--- src/cfgd_pkg.sv ---
// Constants, field layout and carrier types for the configuration word decoder.
// Assumes 24-bit program-once words presented as static levels from the fuse array.
package cfgd_pkg;

	typedef logic [23:0] cfgd_word_t;
	typedef logic [7:0]  cfgd_addr_t;

	// Register byte addresses
	localparam cfgd_addr_t CFGD_ADDR_SEC      = 8'h00;
	localparam cfgd_addr_t CFGD_ADDR_BOOT_PAGE_LIMIT_INVERTED    = 8'h04;
	localparam cfgd_addr_t CFGD_ADDR_SIGN     = 8'h08;
	localparam cfgd_addr_t CFGD_ADDR_OSCSEL   = 8'h0C;
	localparam cfgd_addr_t CFGD_ADDR_S_OSCSEL = 8'h10;
	localparam cfgd_addr_t CFGD_ADDR_S_OSC    = 8'h14;
	localparam cfgd_addr_t CFGD_ADDR_S_WDT    = 8'h18;
	localparam cfgd_addr_t CFGD_ADDR_S_POR    = 8'h1C;
	localparam cfgd_addr_t CFGD_ADDR_S_DBG    = 8'h20;
	localparam cfgd_addr_t CFGD_ADDR_S_DEVOPT = 8'h24;
	localparam cfgd_addr_t CFGD_ADDR_S_CTXT   = 8'h28;
	localparam cfgd_addr_t CFGD_ADDR_STATUS   = 8'h2C;

	// Implemented (and reserved) positions; all others read back as one
	localparam cfgd_word_t CFGD_IMPL_SEC      = 24'h00_8FEF;
	localparam cfgd_word_t CFGD_IMPL_BOOT_PAGE_LIMIT_INVERTED    = 24'h00_1FFF;
	localparam cfgd_word_t CFGD_IMPL_SIGN     = 24'h00_8000;
	localparam cfgd_word_t CFGD_IMPL_OSCSEL   = 24'h00_0087;
	localparam cfgd_word_t CFGD_IMPL_S_OSC    = 24'h00_01C4;
	localparam cfgd_word_t CFGD_IMPL_S_WDT    = 24'h00_FFFF;
	localparam cfgd_word_t CFGD_IMPL_S_POR    = 24'h00_0000;
	localparam cfgd_word_t CFGD_IMPL_S_DBG    = 24'h00_A083;
	localparam cfgd_word_t CFGD_IMPL_S_DEVOPT = 24'h00_E008;
	localparam cfgd_word_t CFGD_IMPL_S_CTXT   = 24'h00_7777;

	// Field positions
	localparam int CFGD_SEC_ALTERNATE_VECTOR_TABLE_DIS   = 15;
	localparam int CFGD_SEC_CSS_LSB    = 9;
	localparam int CFGD_SEC_CWP        = 8;
	localparam int CFGD_SEC_GSS_LSB    = 6;
	localparam int CFGD_SEC_GWP        = 5;
	localparam int CFGD_SEC_BABSENT    = 3;
	localparam int CFGD_SEC_BSS_LSB    = 1;
	localparam int CFGD_SEC_BWP        = 0;
	localparam int CFGD_BOOT_PAGE_LIMIT_INVERTED_MSB      = 12;
	localparam int CFGD_SIGN_RSVD      = 15;
	localparam int CFGD_OSC_TWO_SPEED  = 7;
	localparam int CFGD_OSC_SRC_LSB    = 0;
	localparam int CFGD_S_CKSM_LSB     = 6;
	localparam int CFGD_S_OSCIO        = 2;
	localparam int CFGD_S_NO_SWAP      = 15;
	localparam int CFGD_S_ISOLATE      = 13;
	localparam int CFGD_S_DBG_LSB      = 0;
	localparam int CFGD_S_CTXT_STRIDE  = 4;
	localparam int CFGD_S_CTXT_COUNT   = 4;

	// Status register bits
	localparam int CFGD_ST_VALID       = 0;
	localparam int CFGD_ST_WR_REFUSED  = 1;
	localparam int CFGD_ST_SIGN_BAD    = 2;
	localparam int CFGD_ST_OSC_RSVD    = 3;
	localparam int CFGD_ST_S_OSC_RSVD  = 4;

	// Synchroniser fill before the first stability check
	localparam logic [1:0] CFGD_FILL_CYC = 2'h3;

	typedef enum logic [1:0] {
		CFGD_SEC_NONE,
		CFGD_SEC_STANDARD,
		CFGD_SEC_ENHANCED,
		CFGD_SEC_HIGH
	} cfgd_sec_level_e;

	typedef enum logic [2:0] {
		CFGD_OSC_FAST_RC_POSTSCALE,
		CFGD_OSC_BACKUP_FAST_RC,
		CFGD_OSC_LOW_POWER_RC,
		CFGD_OSC_RESERVED,
		CFGD_OSC_PRIMARY_PLL,
		CFGD_OSC_PRIMARY,
		CFGD_OSC_FAST_RC_PLL,
		CFGD_OSC_FAST_RC
	} cfgd_osc_src_e;

	typedef struct packed {
		cfgd_word_t code_protection_word;
		cfgd_word_t boot_limit_word;
		cfgd_word_t signature_word;
		cfgd_word_t oscillator_select_word;
		cfgd_word_t second_core_oscillator_select_word;
		cfgd_word_t second_core_oscillator_word;
		cfgd_word_t second_core_watchdog_word;
		cfgd_word_t second_core_power_on_word;
		cfgd_word_t second_core_debug_word;
		cfgd_word_t second_core_device_option_word;
		cfgd_word_t second_core_context_assign_word;
	} cfgd_words_s;

	typedef struct packed {
		cfgd_addr_t addr;
		cfgd_word_t wdata;
		logic       wr;
		logic       rd;
	} cfgd_bus_req_s;

	typedef struct packed {
		logic            alternate_vector_table_enable;
		cfgd_sec_level_e cfg_segment_security_level;
		logic            cfg_segment_write_protected;
		cfgd_sec_level_e general_segment_security_level;
		logic            general_segment_write_protected;
		logic            boot_segment_absent;
		cfgd_sec_level_e boot_segment_security_level;
		logic            boot_segment_write_protected;
		logic [12:0]     boot_first_general_page;
		logic            two_speed_startup_enable;
		cfgd_osc_src_e   initial_osc_source;
	} cfgd_prim_ctrl_s;

	typedef struct packed {
		cfgd_osc_src_e   initial_osc_source;
		logic            two_speed_startup_enable;
		logic [1:0]      clock_switch_mode;
		logic            osc_pin_clock_out;
		logic            second_core_no_boot_swap;
		logic            second_core_isolation;
		logic [1:0]      second_core_debug_channel;
		logic [3:0][2:0] second_core_context_assign;
	} cfgd_sec_ctrl_s;

endpackage

--- src/cfgd_sync3.sv ---
// Three-stage synchroniser for a vector of static fuse levels.
// Assumes the source changes rarely; stable means stages two and three agree.
`timescale 1ns/100ps
module cfgd_sync3 #(
	parameter int W = 8
) (
	input  wire logic         clk_sys,
	input  wire logic         rst,
	input  wire logic [W-1:0] din,
	output logic      [W-1:0] dout,
	output logic              stable
);

	logic [W-1:0] meta_reg;
	logic [W-1:0] s2_reg;
	logic [W-1:0] s3_reg;

	// First stage feeds only the second
	always_ff @(posedge clk_sys) begin
		if (rst) begin
			meta_reg <= '0;
			s2_reg   <= '0;
			s3_reg   <= '0;
		end else begin
			meta_reg <= din;
			s2_reg   <= meta_reg;
			s3_reg   <= s2_reg;
		end
	end

	assign dout   = s3_reg;
	assign stable = (s2_reg == s3_reg);

endmodule

--- src/cfgd_decode.sv ---
// Configuration word decoder: captures program-once words after reset and drives
// protection and vector table controls for the primary core and start-up clock controls for both cores.
// Assumes fuse levels are static pins and a simple strobe register port.
//
// Summary of operation
// Vector-table-disable bit one turns alternate table off; zero turns it on.
// Config segment level: 111 none, 110 standard, 10x enhanced, 0xx high.
// Config segment write-protected while its protect bit is zero.
// General segment level: 11 none, 10 standard, 0x high.
// General segment write-protected while its protect bit is zero.
// Boot-enable bit one means no boot segment; zero uses the limit field.
// Boot segment level: 11 none, 10 standard, 0x high.
// Boot segment write-protected while its protect bit is zero.
// Boot limit field stores inverted page address; decoder inverts it back.
// Switchover bit one enables two-speed start-up; zero disables it.
// Three-bit field picks the initial oscillator; 100 is reserved.
// Unimplemented positions read back as one; reserved ones stay stored.
// Programmer keeps signature bit 15 at zero; other bits unimplemented.
// Bits read as erased ones until programmed; running code cannot rewrite.
// Second core has its own oscillator, debug, isolation and context words.
// Words sampled once after reset; outputs then hold until next reset.
`timescale 1ns/100ps
module cfgd_decode
	import cfgd_pkg::*;
(
	input  wire logic            clk_sys,
	input  wire logic            rst,
	input  wire cfgd_words_s     cfg_words,
	input  wire cfgd_bus_req_s   bus_req,
	output cfgd_word_t           bus_rdata,
	output cfgd_prim_ctrl_s      prim_ctrl,
	output cfgd_sec_ctrl_s       sec_ctrl,
	output logic                 cfg_valid
);

	typedef enum logic [1:0] {
		CFGD_ST_FILL,
		CFGD_ST_CAPTURE,
		CFGD_ST_DECODE,
		CFGD_ST_HOLD
	} cfgd_state_e;

	cfgd_state_e     state_reg;
	cfgd_state_e     state_next;
	logic [1:0]      fill_cnt_reg;
	cfgd_words_s     sync_words;
	logic            sync_stable;
	cfgd_words_s     words_reg;
	cfgd_word_t      bus_rdata_reg;
	cfgd_word_t      rd_mux;
	cfgd_prim_ctrl_s prim_ctrl_reg;
	cfgd_sec_ctrl_s  sec_ctrl_reg;
	cfgd_sec_ctrl_s  sec_decoded;
	logic            valid_reg;
	logic            wr_refused_reg;
	logic            sign_bad_reg;
	logic            osc_rsvd_reg;
	logic            s_osc_rsvd_reg;
	logic            status_clr_hit;
	logic            wr_other_hit;

	// Two-bit protection level shared by general and boot segments
	function automatic cfgd_sec_level_e level2(input logic [1:0] f);
		cfgd_sec_level_e lv;
		lv = CFGD_SEC_HIGH;
		if (f == 2'b11) begin
			lv = CFGD_SEC_NONE;
		end else if (f == 2'b10) begin
			lv = CFGD_SEC_STANDARD;
		end
		return lv;
	endfunction

	function automatic cfgd_sec_level_e level3(input logic [2:0] f);
		cfgd_sec_level_e lv;
		lv = CFGD_SEC_HIGH;
		if (f == 3'b111) begin
			lv = CFGD_SEC_NONE;
		end else if (f == 3'b110) begin
			lv = CFGD_SEC_STANDARD;
		end else if (f[2]) begin
			lv = CFGD_SEC_ENHANCED;
		end
		return lv;
	endfunction

	function automatic cfgd_osc_src_e osc_decode(input logic [2:0] f);
		cfgd_osc_src_e src;
		src = CFGD_OSC_FAST_RC;
		unique case (f)
			3'b111: src = CFGD_OSC_FAST_RC_POSTSCALE;
			3'b110: src = CFGD_OSC_BACKUP_FAST_RC;
			3'b101: src = CFGD_OSC_LOW_POWER_RC;
			3'b100: src = CFGD_OSC_RESERVED;
			3'b011: src = CFGD_OSC_PRIMARY_PLL;
			3'b010: src = CFGD_OSC_PRIMARY;
			3'b001: src = CFGD_OSC_FAST_RC_PLL;
			3'b000: src = CFGD_OSC_FAST_RC;
		endcase
		return src;
	endfunction

	// Unimplemented positions forced high on readback
	function automatic cfgd_word_t readback(input cfgd_word_t w, input cfgd_word_t impl);
		return w | ~impl;
	endfunction

	// Fuse levels come from outside the clock domain
	cfgd_sync3 #(
		.W ($bits(cfgd_words_s))
	) u_sync (
		.clk_sys (clk_sys),
		.rst     (rst),
		.din     (cfg_words),
		.dout    (sync_words),
		.stable  (sync_stable)
	);

	// one-shot capture
	always_comb begin
		state_next = state_reg;
		unique case (state_reg)
			CFGD_ST_FILL: begin
				if (fill_cnt_reg == CFGD_FILL_CYC && sync_stable) begin
					state_next = CFGD_ST_CAPTURE;
				end
			end
			CFGD_ST_CAPTURE: state_next = CFGD_ST_DECODE;
			CFGD_ST_DECODE:  state_next = CFGD_ST_HOLD;
			CFGD_ST_HOLD:    state_next = CFGD_ST_HOLD;
		endcase
	end

	always_ff @(posedge clk_sys) begin
		if (rst) begin
			state_reg <= CFGD_ST_FILL;
		end else begin
			state_reg <= state_next;
		end
	end

	always_ff @(posedge clk_sys) begin
		if (rst) begin
			fill_cnt_reg <= 2'h0;
		end else if (state_reg == CFGD_ST_FILL && fill_cnt_reg != CFGD_FILL_CYC) begin
			fill_cnt_reg <= fill_cnt_reg + 2'h1;
		end
	end

	// erased cells read as ones until captured
	always_ff @(posedge clk_sys) begin
		if (rst) begin
			words_reg <= '1;
		end else if (state_reg == CFGD_ST_CAPTURE) begin
			words_reg <= sync_words;
		end
	end

	// second core fields
	always_comb begin
		sec_decoded = '0;
		sec_decoded.initial_osc_source =
			osc_decode(words_reg.second_core_oscillator_select_word[CFGD_OSC_SRC_LSB +: 3]);
		sec_decoded.two_speed_startup_enable =
			words_reg.second_core_oscillator_select_word[CFGD_OSC_TWO_SPEED];
		sec_decoded.clock_switch_mode =
			words_reg.second_core_oscillator_word[CFGD_S_CKSM_LSB +: 2];
		sec_decoded.osc_pin_clock_out = words_reg.second_core_oscillator_word[CFGD_S_OSCIO];
		sec_decoded.second_core_no_boot_swap = words_reg.second_core_debug_word[CFGD_S_NO_SWAP];
		sec_decoded.second_core_isolation = words_reg.second_core_debug_word[CFGD_S_ISOLATE];
		sec_decoded.second_core_debug_channel =
			words_reg.second_core_debug_word[CFGD_S_DBG_LSB +: 2];
	end

	// context assignments
	genvar gi;
	generate
		for (gi = 0; gi < CFGD_S_CTXT_COUNT; gi++) begin : g_ctxt
			always_ff @(posedge clk_sys) begin
				if (rst) begin
					sec_ctrl_reg.second_core_context_assign[gi] <= 3'h0;
				end else if (state_reg == CFGD_ST_DECODE) begin
					sec_ctrl_reg.second_core_context_assign[gi] <=
						words_reg.second_core_context_assign_word[gi*CFGD_S_CTXT_STRIDE +: 3];
				end
			end
		end
	endgenerate

	always_ff @(posedge clk_sys) begin
		if (rst) begin
			sec_ctrl_reg.initial_osc_source        <= CFGD_OSC_FAST_RC;
			sec_ctrl_reg.two_speed_startup_enable  <= 1'b0;
			sec_ctrl_reg.clock_switch_mode         <= 2'h3;
			sec_ctrl_reg.osc_pin_clock_out         <= 1'b0;
			sec_ctrl_reg.second_core_no_boot_swap  <= 1'b0;
			sec_ctrl_reg.second_core_isolation     <= 1'b0;
			sec_ctrl_reg.second_core_debug_channel <= 2'h3;
		end else if (state_reg == CFGD_ST_DECODE) begin
			sec_ctrl_reg.initial_osc_source        <= sec_decoded.initial_osc_source;
			sec_ctrl_reg.two_speed_startup_enable  <= sec_decoded.two_speed_startup_enable;
			sec_ctrl_reg.clock_switch_mode         <= sec_decoded.clock_switch_mode;
			sec_ctrl_reg.osc_pin_clock_out         <= sec_decoded.osc_pin_clock_out;
			sec_ctrl_reg.second_core_no_boot_swap  <= sec_decoded.second_core_no_boot_swap;
			sec_ctrl_reg.second_core_isolation     <= sec_decoded.second_core_isolation;
			sec_ctrl_reg.second_core_debug_channel <= sec_decoded.second_core_debug_channel;
		end
	end

	// Until decode, hold everything protected: safer than trusting an erased view
	always_ff @(posedge clk_sys) begin
		if (rst) begin
			prim_ctrl_reg.alternate_vector_table_enable   <= 1'b0;
			prim_ctrl_reg.cfg_segment_security_level      <= CFGD_SEC_HIGH;
			prim_ctrl_reg.cfg_segment_write_protected     <= 1'b1;
			prim_ctrl_reg.general_segment_security_level  <= CFGD_SEC_HIGH;
			prim_ctrl_reg.general_segment_write_protected <= 1'b1;
			prim_ctrl_reg.boot_segment_absent             <= 1'b1;
			prim_ctrl_reg.boot_segment_security_level     <= CFGD_SEC_HIGH;
			prim_ctrl_reg.boot_segment_write_protected    <= 1'b1;
			prim_ctrl_reg.boot_first_general_page         <= 13'h0000;
			prim_ctrl_reg.two_speed_startup_enable        <= 1'b0;
			prim_ctrl_reg.initial_osc_source              <= CFGD_OSC_FAST_RC;
		end else if (state_reg == CFGD_ST_DECODE) begin
			// vector table
			prim_ctrl_reg.alternate_vector_table_enable <=
				~words_reg.code_protection_word[CFGD_SEC_ALTERNATE_VECTOR_TABLE_DIS];
			// config level
			prim_ctrl_reg.cfg_segment_security_level <=
				level3(words_reg.code_protection_word[CFGD_SEC_CSS_LSB +: 3]);
			// config protect
			prim_ctrl_reg.cfg_segment_write_protected <=
				~words_reg.code_protection_word[CFGD_SEC_CWP];
			// general level
			prim_ctrl_reg.general_segment_security_level <=
				level2(words_reg.code_protection_word[CFGD_SEC_GSS_LSB +: 2]);
			// general protect
			prim_ctrl_reg.general_segment_write_protected <=
				~words_reg.code_protection_word[CFGD_SEC_GWP];
			// boot presence
			prim_ctrl_reg.boot_segment_absent <= words_reg.code_protection_word[CFGD_SEC_BABSENT];
			// boot level
			prim_ctrl_reg.boot_segment_security_level <=
				level2(words_reg.code_protection_word[CFGD_SEC_BSS_LSB +: 2]);
			// boot protect
			prim_ctrl_reg.boot_segment_write_protected <=
				~words_reg.code_protection_word[CFGD_SEC_BWP];
			// inverted limit
			if (words_reg.code_protection_word[CFGD_SEC_BABSENT]) begin
				prim_ctrl_reg.boot_first_general_page <= 13'h0000;
			end else begin
				prim_ctrl_reg.boot_first_general_page <=
					~words_reg.boot_limit_word[CFGD_BOOT_PAGE_LIMIT_INVERTED_MSB:0];
			end
			// two-speed start
			prim_ctrl_reg.two_speed_startup_enable <=
				words_reg.oscillator_select_word[CFGD_OSC_TWO_SPEED];
			// oscillator choice
			prim_ctrl_reg.initial_osc_source <=
				osc_decode(words_reg.oscillator_select_word[CFGD_OSC_SRC_LSB +: 3]);
		end
	end

	always_ff @(posedge clk_sys) begin
		if (rst) begin
			valid_reg <= 1'b0;
		end else if (state_reg == CFGD_ST_DECODE) begin
			valid_reg <= 1'b1;
		end
	end

	assign status_clr_hit = bus_req.wr && bus_req.addr == CFGD_ADDR_STATUS;
	assign wr_other_hit   = bus_req.wr && bus_req.addr != CFGD_ADDR_STATUS;

	// writes to words refused and flagged
	always_ff @(posedge clk_sys) begin
		if (rst) begin
			wr_refused_reg <= 1'b0;
		end else if (wr_other_hit) begin
			wr_refused_reg <= 1'b1;
		end else if (status_clr_hit && bus_req.wdata[CFGD_ST_WR_REFUSED]) begin
			wr_refused_reg <= 1'b0;
		end
	end

	// signature check; set wins over clear
	always_ff @(posedge clk_sys) begin
		if (rst) begin
			sign_bad_reg <= 1'b0;
		end else if (state_reg == CFGD_ST_DECODE && words_reg.signature_word[CFGD_SIGN_RSVD]) begin
			sign_bad_reg <= 1'b1;
		end else if (status_clr_hit && bus_req.wdata[CFGD_ST_SIGN_BAD]) begin
			sign_bad_reg <= 1'b0;
		end
	end

	// reserved oscillator codes flagged
	always_ff @(posedge clk_sys) begin
		if (rst) begin
			osc_rsvd_reg   <= 1'b0;
			s_osc_rsvd_reg <= 1'b0;
		end else begin
			if (state_reg == CFGD_ST_DECODE && osc_decode(
					words_reg.oscillator_select_word[CFGD_OSC_SRC_LSB +: 3]) == CFGD_OSC_RESERVED) begin
				osc_rsvd_reg <= 1'b1;
			end else if (status_clr_hit && bus_req.wdata[CFGD_ST_OSC_RSVD]) begin
				osc_rsvd_reg <= 1'b0;
			end
			if (state_reg == CFGD_ST_DECODE && sec_decoded.initial_osc_source == CFGD_OSC_RESERVED) begin
				s_osc_rsvd_reg <= 1'b1;
			end else if (status_clr_hit && bus_req.wdata[CFGD_ST_S_OSC_RSVD]) begin
				s_osc_rsvd_reg <= 1'b0;
			end
		end
	end

	// readback with unimplemented bits high
	always_comb begin
		rd_mux = '0;
		unique case (bus_req.addr)
			CFGD_ADDR_SEC:      rd_mux = readback(words_reg.code_protection_word, CFGD_IMPL_SEC);
			CFGD_ADDR_BOOT_PAGE_LIMIT_INVERTED:    rd_mux = readback(words_reg.boot_limit_word, CFGD_IMPL_BOOT_PAGE_LIMIT_INVERTED);
			CFGD_ADDR_SIGN:     rd_mux = readback(words_reg.signature_word, CFGD_IMPL_SIGN);
			CFGD_ADDR_OSCSEL:   rd_mux = readback(words_reg.oscillator_select_word, CFGD_IMPL_OSCSEL);
			CFGD_ADDR_S_OSCSEL: rd_mux = readback(words_reg.second_core_oscillator_select_word,
				CFGD_IMPL_OSCSEL);
			CFGD_ADDR_S_OSC:    rd_mux = readback(words_reg.second_core_oscillator_word, CFGD_IMPL_S_OSC);
			CFGD_ADDR_S_WDT:    rd_mux = readback(words_reg.second_core_watchdog_word, CFGD_IMPL_S_WDT);
			CFGD_ADDR_S_POR:    rd_mux = readback(words_reg.second_core_power_on_word, CFGD_IMPL_S_POR);
			CFGD_ADDR_S_DBG:    rd_mux = readback(words_reg.second_core_debug_word, CFGD_IMPL_S_DBG);
			CFGD_ADDR_S_DEVOPT: rd_mux = readback(words_reg.second_core_device_option_word,
				CFGD_IMPL_S_DEVOPT);
			CFGD_ADDR_S_CTXT:   rd_mux = readback(words_reg.second_core_context_assign_word,
				CFGD_IMPL_S_CTXT);
			CFGD_ADDR_STATUS: begin
				rd_mux[CFGD_ST_VALID]      = valid_reg;
				rd_mux[CFGD_ST_WR_REFUSED] = wr_refused_reg;
				rd_mux[CFGD_ST_SIGN_BAD]   = sign_bad_reg;
				rd_mux[CFGD_ST_OSC_RSVD]   = osc_rsvd_reg;
				rd_mux[CFGD_ST_S_OSC_RSVD] = s_osc_rsvd_reg;
			end
			default: rd_mux = '0;
		endcase
	end

	// Data only in the cycle after the strobe
	always_ff @(posedge clk_sys) begin
		if (rst) begin
			bus_rdata_reg <= '0;
		end else if (bus_req.rd) begin
			bus_rdata_reg <= rd_mux;
		end else begin
			bus_rdata_reg <= '0;
		end
	end

	assign bus_rdata = bus_rdata_reg;
	assign prim_ctrl = prim_ctrl_reg;
	assign sec_ctrl  = sec_ctrl_reg;
	assign cfg_valid = valid_reg;

endmodule

--- config.mk ---
export PLATFORM = sky130hd
export DESIGN_NAME = cfgd_decode
export DESIGN_NICKNAME = d
export VERILOG_FILES = /design/src/cfgd_pkg.sv /design/src/cfgd_sync3.sv /design/src/cfgd_decode.sv
export SDC_FILE = /design/constraint.sdc
export NUM_CORES = 1
export LEC_CHECK = 0
export ABC_AREA = 0
export ABC_CLOCK_PERIOD_IN_PS = 3700
export BUFFER_PORTS_ARGS = -buffer_cell sky130_fd_sc_hd__clkbuf_2
export CAP_MARGIN = 10
export CORE_MARGIN = 10
export CORE_UTILIZATION = 52
export CTS_BUF_LIST = sky130_fd_sc_hd__clkbuf_4 sky130_fd_sc_hd__clkbuf_8 sky130_fd_sc_hd__clkbuf_16
export DETAILED_ROUTE_END_ITERATION = 7
export HOLD_SLACK_MARGIN = 0.02
export PLACE_DENSITY = 0.73
export SLEW_MARGIN = 25
export SYNTH_ARGS = -nofsm -noshare
export SYNTH_HDL_FRONTEND = slang
export SYNTH_SLANG_ARGS = --single-unit
export TNS_END_PERCENT = 5
--- constraint.sdc ---
create_clock -name clk_sys -period 3.7 [get_ports clk_sys]
set_input_delay 0.925 -clock clk_sys [delete_from_list [all_inputs] [get_ports clk_sys]]
set_output_delay 0.925 -clock clk_sys [all_outputs]
set_load 0.05 [all_outputs]
==> results of run 1 <==
metrics by stage:
step	power, mW	area, sq um	util, %	hold WS (ns)	setup WS (ns)
after floorplan	11.5	30500	-	0.413	1.35
after global placement	12.0	33000	56.9	0.419	0.849
after detailed placement	12.1	33000	56.9	0.420	0.874
after CTS	21.4	36100	62.3	0.434	1.33
after global routing	22.0	36100	62.3	0.448	1.12
final	21.3	36100	62.3	0.431	1.36
layout make-up:
| type | instances | area, sq um | area share (%) |
|---|---|---|---|
| Sequential cell | 950 | 19000 | 52.7 |
| Multi-Input combinational cell | 1626 | 10400 | 28.8 |
| Clock buffer | 139 | 2780 | 7.69 |
| Timing Repair Buffer | 382 | 2080 | 5.76 |
| Tap cell | 765 | 957 | 2.65 |
| Inverter | 134 | 503 | 1.39 |
| Clock inverter | 20 | 340 | 0.943 |
| Antenna cell | 1 | 2.50 | 0.00694 |
worst max-delay path, delay by kind of cell (launching register included):
kind,cells,cell delay (ns)
compound gates,3,1.13
flops,1,0.33
simple gates,4,0.82
cells in the final DEF (no fill, tap or decap), drive strengths merged, types with 3 or more instances in the layout:
cell type / count
dfxtp: 950
nor2b: 782
clkbuf: 493
nor2: 157
inv: 135
xor2: 116
a211o: 85
nand2: 80
a21oi: 58
nor4: 50
o22ai: 45
buf: 28
o2bb2ai: 26
nor3: 26
xnor2: 25
a22o: 21
nand4: 21
nand2b: 20
o21ai: 17
a221oi: 16
nand3: 13
clkinv: 11
mux2i: 9
a2111oi: 9
a22oi: 8
nand3b: 8
bufinv: 6
a31oi: 5
o2111ai: 4
mux2: 4
a222oi: 3
a221o: 3
kinds of logic (layout without fill, tap and decap cells):
kind of cell    after synthesis  count (layout)  share of synthesized area, %
simple gates               1162            1162                          21.9
flops                       950             950                          62.3
compound gates              309             309                          7.57
buf+inv                     286             675                          3.66
xor+xnor                    141             141                          4.05
mux                          13              13                         0.443
fa+ha+maj                     1               1                        0.0410
other cells                   0               1                             0
layer usage:
layer / routed length [um] / up-vias
met5: 0 / -
met4: 2870 / 0
met3: 3180 / 119
met2: 44400 / 452
met1: 37500 / 9638
li1: - / 9900
worst max-delay path by stage:
stage / start / endpoint / slack, ns / cells past startpoint
2_1_floorplan: bus_req[30] / bus_rdata[0] / 1.35 / 8
3_3_place_gp: bus_req[33] / bus_rdata[0] / 0.85 / 7
3_5_place_dp: bus_req[29] / bus_rdata[8] / 0.87 / 7
4_1_cts: bus_rdata[22] / bus_rdata[16] / 1.33 / 1
5_1_grt: u_sync.s2_reg[47] / state_reg[0] / 1.12 / 7
6_report: u_sync.s2_reg[47] / state_reg[0] / 1.36 / 7
power by group through the flow:
| stage | Combinational (mW) | Clock, mW | Sequential (mW) |
|---|---|---|---|
| after floorplan | 0.625 | 0 | 10.9 |
| after global placement | 1.07 | 0 | 11.0 |
| after detailed placement | 1.08 | 0 | 11.0 |
| after CTS | 1.09 | 9.58 | 10.8 |
| after global routing | 1.17 | 10.0 | 10.8 |
| final | 1.07 | 9.44 | 10.8 |
==> flow_summary.json, run 1 <==
{
  "grt_max_degree": 169,
  "cts_setup_buffers": 0,
  "vias": 20109,
  "synth_area_per_cell_sq_um": 10.7,
  "cts.clk_slew.worst_paths_ns": 0.06,
  "slew_headroom_pct": 30.0,
  "crit_path_end_kind": "register",
  "synthArstFlopShare_pct": 0,
  "place.gp.congestion": 0.920,
  "p_switching_mw": 4.62,
  "period_minus_slack_ns": 2.34,
  "ant_nets": 0,
  "placedCellCount": 3857,
  "die_w_um": 262,
  "yosys_warnings": 0,
  "maxCapViolations": 0,
  "gr-max-usage-layer": "met2",
  "synth_top_cells_by_count": "dfxtp_1 (950), nor2b_1 (782), nor2_1 (156)",
  "overflow": 0,
  "clockBufferDepth": 3,
  "p_comb_share_pct": 5.0,
  "nFillCells": 4691,
  "firstDrtPassIters": 5,
  "numPortBuffers": 355,
  "initial_utilization_pct": 52.7,
  "finalMaxSlewViolations": 0,
  "grt_util_all_layers_pct": 24.7,
  "synth_cell_types": 51,
  "switching_share_pct": 21.7,
  "grt_pass1_wl_um": 129000,
  "ios": 376,
  "p_int_mw": 16.7,
  "tightest_slew_ns": 1.04,
  "p_clk_share_pct": 44.4,
  "cts_tree": "built",
  "final_layout_size_suffix_gt1_share_pct": 17.7,
  "hold_end": "u_sync.s2_reg[29]",
  "ys_top_cells_by_area": "dfxtp_1 (62%), nor2b_1 (16%), xor2_1 (3.3%)",
  "cpPeakStageDelay_ns": 0.87,
  "clock_skew_ns": 0.0193,
  "p_seq_share_pct": 50.6,
  "synth_most_common_cell": "dfxtp_1",
  "syn_inst": 2862,
  "synth_edf_count": 0,
  "fp.dieH_um": 262,
  "drt_iter0_markers": 1360,
  "grt_use_met3_pct": 3.89,
  "grt_use_met1_pct": 29.9,
  "routedWlPerCell_um": 21.9,
  "crit_chain": "nand2b_1, o2111ai_1, a2111oi_0, nand4_1, nor4_1, nand3_1, o22ai_2",
  "root_buffer": "clkbuf_16",
  "period_share_pct": 63.4,
  "worstHoldStart": "u_sync.meta_reg[29]",
  "synth_top_area_share_pct": 62.3,
  "htree_levels": 3,
  "cts_buffers": 90,
  "reg2reg_to": "state_reg[0]",
  "final_nets": 3485,
  "grt_pass1_vias": 20469,
  "cts_resized": 0,
  "irDropWorstVdd_mv": 0.418,
  "hold_viol_final": 0,
  "ys_seq_area_share_pct": 62.3,
  "drt_wl_total_um": 87900,
  "met2_usage_pct": 43.6,
  "worstSetupPathType": "register to register",
  "place_hpwl_um": 68200,
  "stdcell_count": 4017,
  "crit_arrival_ns": 2.93,
  "final.setup.tns_ns": 0,
  "syn-cell-area_sq_um": 30500,
  "coreArea_sq_um": 57900,
  "synth_seq_cells": 950,
  "crit_path_start_kind": "register",
  "path_max_fanout": 2,
  "hp-class": "register to register",
  "whs_path_depth": 1,
  "p_leak_nw": 15.1,
  "antenna_found_initial": 2,
  "rr_startpoint": "u_sync.s2_reg[47]",
  "cellPowerDensity_nw_per_um2": 590,
  "crit_slowest_cell": "a2111oi_0",
  "cts_hold_buf": 0,
  "drc": 0,
  "via_per_inst": 5.01,
  "fmax_mhz": 427,
  "synth_top_area_cell": "dfxtp_1",
  "synth-main-ff-cell": "dfxtp_1",
  "die_area_sq_um": 68800,
  "status": "finished clean",
  "syn_to_final_growth_pct": 18.3,
  "cp_data_required_time_ns": 4.29,
  "num_rows": 88,
  "r2r_slack_ns": 1.36,
  "setup_viol": 0,
  "insertion_delay_ns": 0.65,
  "synth_nets": 3163,
  "rsz0062_at_grt": "false",
  "clkSinkCount": 950,
  "reg2reg_depth": 7
}
(Power assumes the default switching activity.)
==> inputs of run 2 (changes only) <==
--- a/config.mk
+++ b/config.mk
@@ -6,7 +6,7 @@
 export NUM_CORES = 1
 export LEC_CHECK = 0
 export ABC_AREA = 0
-export ABC_CLOCK_PERIOD_IN_PS = 3700
+export ABC_CLOCK_PERIOD_IN_PS = 2450
 export BUFFER_PORTS_ARGS = -buffer_cell sky130_fd_sc_hd__clkbuf_2
 export CAP_MARGIN = 10
 export CORE_MARGIN = 10
==> constraint.sdc (replaced) <==
create_clock -name clk_sys -period 2.45 [get_ports clk_sys]
set_input_delay 0.6125 -clock clk_sys [delete_from_list [all_inputs] [get_ports clk_sys]]
set_output_delay 0.6125 -clock clk_sys [all_outputs]
set_load 0.05 [all_outputs]
==> flow_summary.json, run 2 (synthesis results as in run 1) <==
{
  "fmax_mhz": 448,
  "clockBufferDepth": 3,
  "die_w_um": 262,
  "grt_util_all_layers_pct": 24.5,
  "whs_path_depth": 2,
  "crit_path_end_kind": "register",
  "multi_input_area_sq_um": 10400,
  "fp.dieH_um": 262,
  "power_mw": 32.0,
  "place.gp.congestion": 0.917,
  "r2r_slack_ns": 0.22,
  "path_max_fanout": 2,
  "grt_pass1_wl_um": 129000,
  "final.setup.tns_ns": 0,
  "htree_levels": 3,
  "routedWlPerCell_um": 21.4,
  "firstDrtPassIters": 5,
  "final_nets": 3545,
  "period_minus_slack_ns": 2.23,
  "final_layout_size_suffix_gt1_share_pct": 19.2,
  "hp-class": "primary input to register",
  "place_hpwl_um": 68300,
  "antenna_cells": 0,
  "drc": 0,
  "grt_pass1_vias": 20532,
  "nFillCells": 4637,
  "startpoint": "u_sync.s2_reg[47]",
  "hold_viol_final": 0,
  "initial_utilization_pct": 52.7,
  "coreArea_sq_um": 57900,
  "cts_setup_buffers": 0,
  "insertion_delay_ns": 0.64,
  "cts_hold_buf": 0,
  "cellPowerDensity_nw_per_um2": 876,
  "reg2reg_to": "state_reg[0]",
  "layout_commonest_cell": "dfxtp_1",
  "cp_data_required_time_ns": 3.02,
  "grt_max_degree": 191,
  "slew_headroom_pct": 38.3,
  "numPortBuffers": 355,
  "reg2reg_depth": 9,
  "via_per_inst": 4.98,
  "ios": 376,
  "rr_startpoint": "u_sync.s2_reg[47]",
  "cp-endpoint": "state_reg[0]",
  "seq_area_sq_um": 19000,
  "drt_iter0_markers": 1403,
  "clock_skew_ns": 0.0217,
  "irDropWorstVdd_mv": 0.743,
  "tightest_slew_ns": 0.922,
  "cts_resized": 0,
  "vias": 20305,
  "setup_viol": 0,
  "worstSetupPathType": "register to register",
  "finalMaxSlewViolations": 0,
  "period_share_pct": 91.2,
  "drt_wl_total_um": 87200,
  "die_area_sq_um": 68800,
  "syn_to_final_growth_pct": 19.7,
  "p_leak_nw": 15.4,
  "overflow": 0,
  "cts_buffers": 91,
  "maxCapViolations": 0,
  "clkSinkCount": 950,
  "ant_nets": 0,
  "num_rows": 88,
  "status": "finished clean",
  "cts_tree": "built",
  "layout_common_cells": "dfxtp_1 (950), nor2b_1 (781), clkbuf_2 (354), nor2_1 (155), xor2_1 (116)",
  "cts.clk_slew.worst_paths_ns": 0.06,
  "rsz0062_at_grt": "false",
  "crit_path_start_kind": "register",
  "root_buffer": "clkbuf_16",
  "antenna_found_initial": 3,
  "crit_arrival_ns": 2.81
}
## run 2: cell types whose count changed in the layout (fill, tap and decap cells not counted), moves of 2 or more
cell      before  now
buf_12         7   11
buf_4         20   75
clkbuf_8      22   20
clkinv_2       5   17
clkbuf_4      26   19
## run 2: where the power goes
part	switching, mW	leakage [nW]	total, mW	internal [mW]
registers	0.264	7.79	16.2	16.0
logic	0.916	6.03	1.67	0.757
clock network	5.85	1.55	14.1	8.23
total	7.03	15.4	32.0	25.0
## run 2: routing by layer
| layer | vias to the layer above | share of wire, % | global-route usage, % |
|---|---|---|---|
| li1 | 10010 | - | - |
| met1 | 9668 | 42 | 29.8 |
| met2 | 520 | 51 | 43.5 |
| met3 | 107 | 4.4 | 3.97 |
| met4 | 0 | 3.0 | 7.88 |
| met5 | - | 0 | 0 |
## run 2: worst min-delay path by stage
stage / end / startpoint / slack, ns
global placement: u_sync.s2_reg[88] / u_sync.meta_reg[88] / 0.42
floorplan: u_sync.dout[189] / u_sync.s2_reg[189] / 0.41
detailed placement: u_sync.s2_reg[214] / u_sync.meta_reg[214] / 0.42
global route: u_sync.meta_reg[138] / cfg_words[138] / 0.16
CTS: u_sync.meta_reg[16] / cfg_words[16] / 0.14
finish: u_sync.meta_reg[138] / cfg_words[138] / 0.18
## run 2: area by class of cell
class	count	area share [%]
Clock inverter	31	1.02
Timing Repair Buffer	441	7.04
Tap cell	765	2.62
Inverter	134	1.38
Sequential cell	950	52.1
Clock buffer	130	7.38
Multi-Input combinational cell	1626	28.5
## run 2: through the flow
step	hold slack (ns)	instance area, sq um	utilization (%)	worst slack [ns]	cells
finish	0.178	36500	63.0	0.217	4077
global route	0.158	36500	63.0	0.0406	4077
CTS	0.144	36500	63.0	0.219	4077
detailed placement	0.420	33400	57.7	0.0968	3916
global placement	0.419	33400	57.7	0.0745	3916
floorplan	0.413	30500	-	0.414	2862
## run 2: worst max-delay path, cell delays in order (launching register included)
cell and delay (ns):
dfxtp_1 0.32, nand2b_1 0.17, o2111ai_1 0.16, a2111oi_0 0.55
buf_4 0.20, nand4_1 0.10, nor4_1 0.29, nand3_1 0.12
buf_4 0.17, o22ai_2 0.09
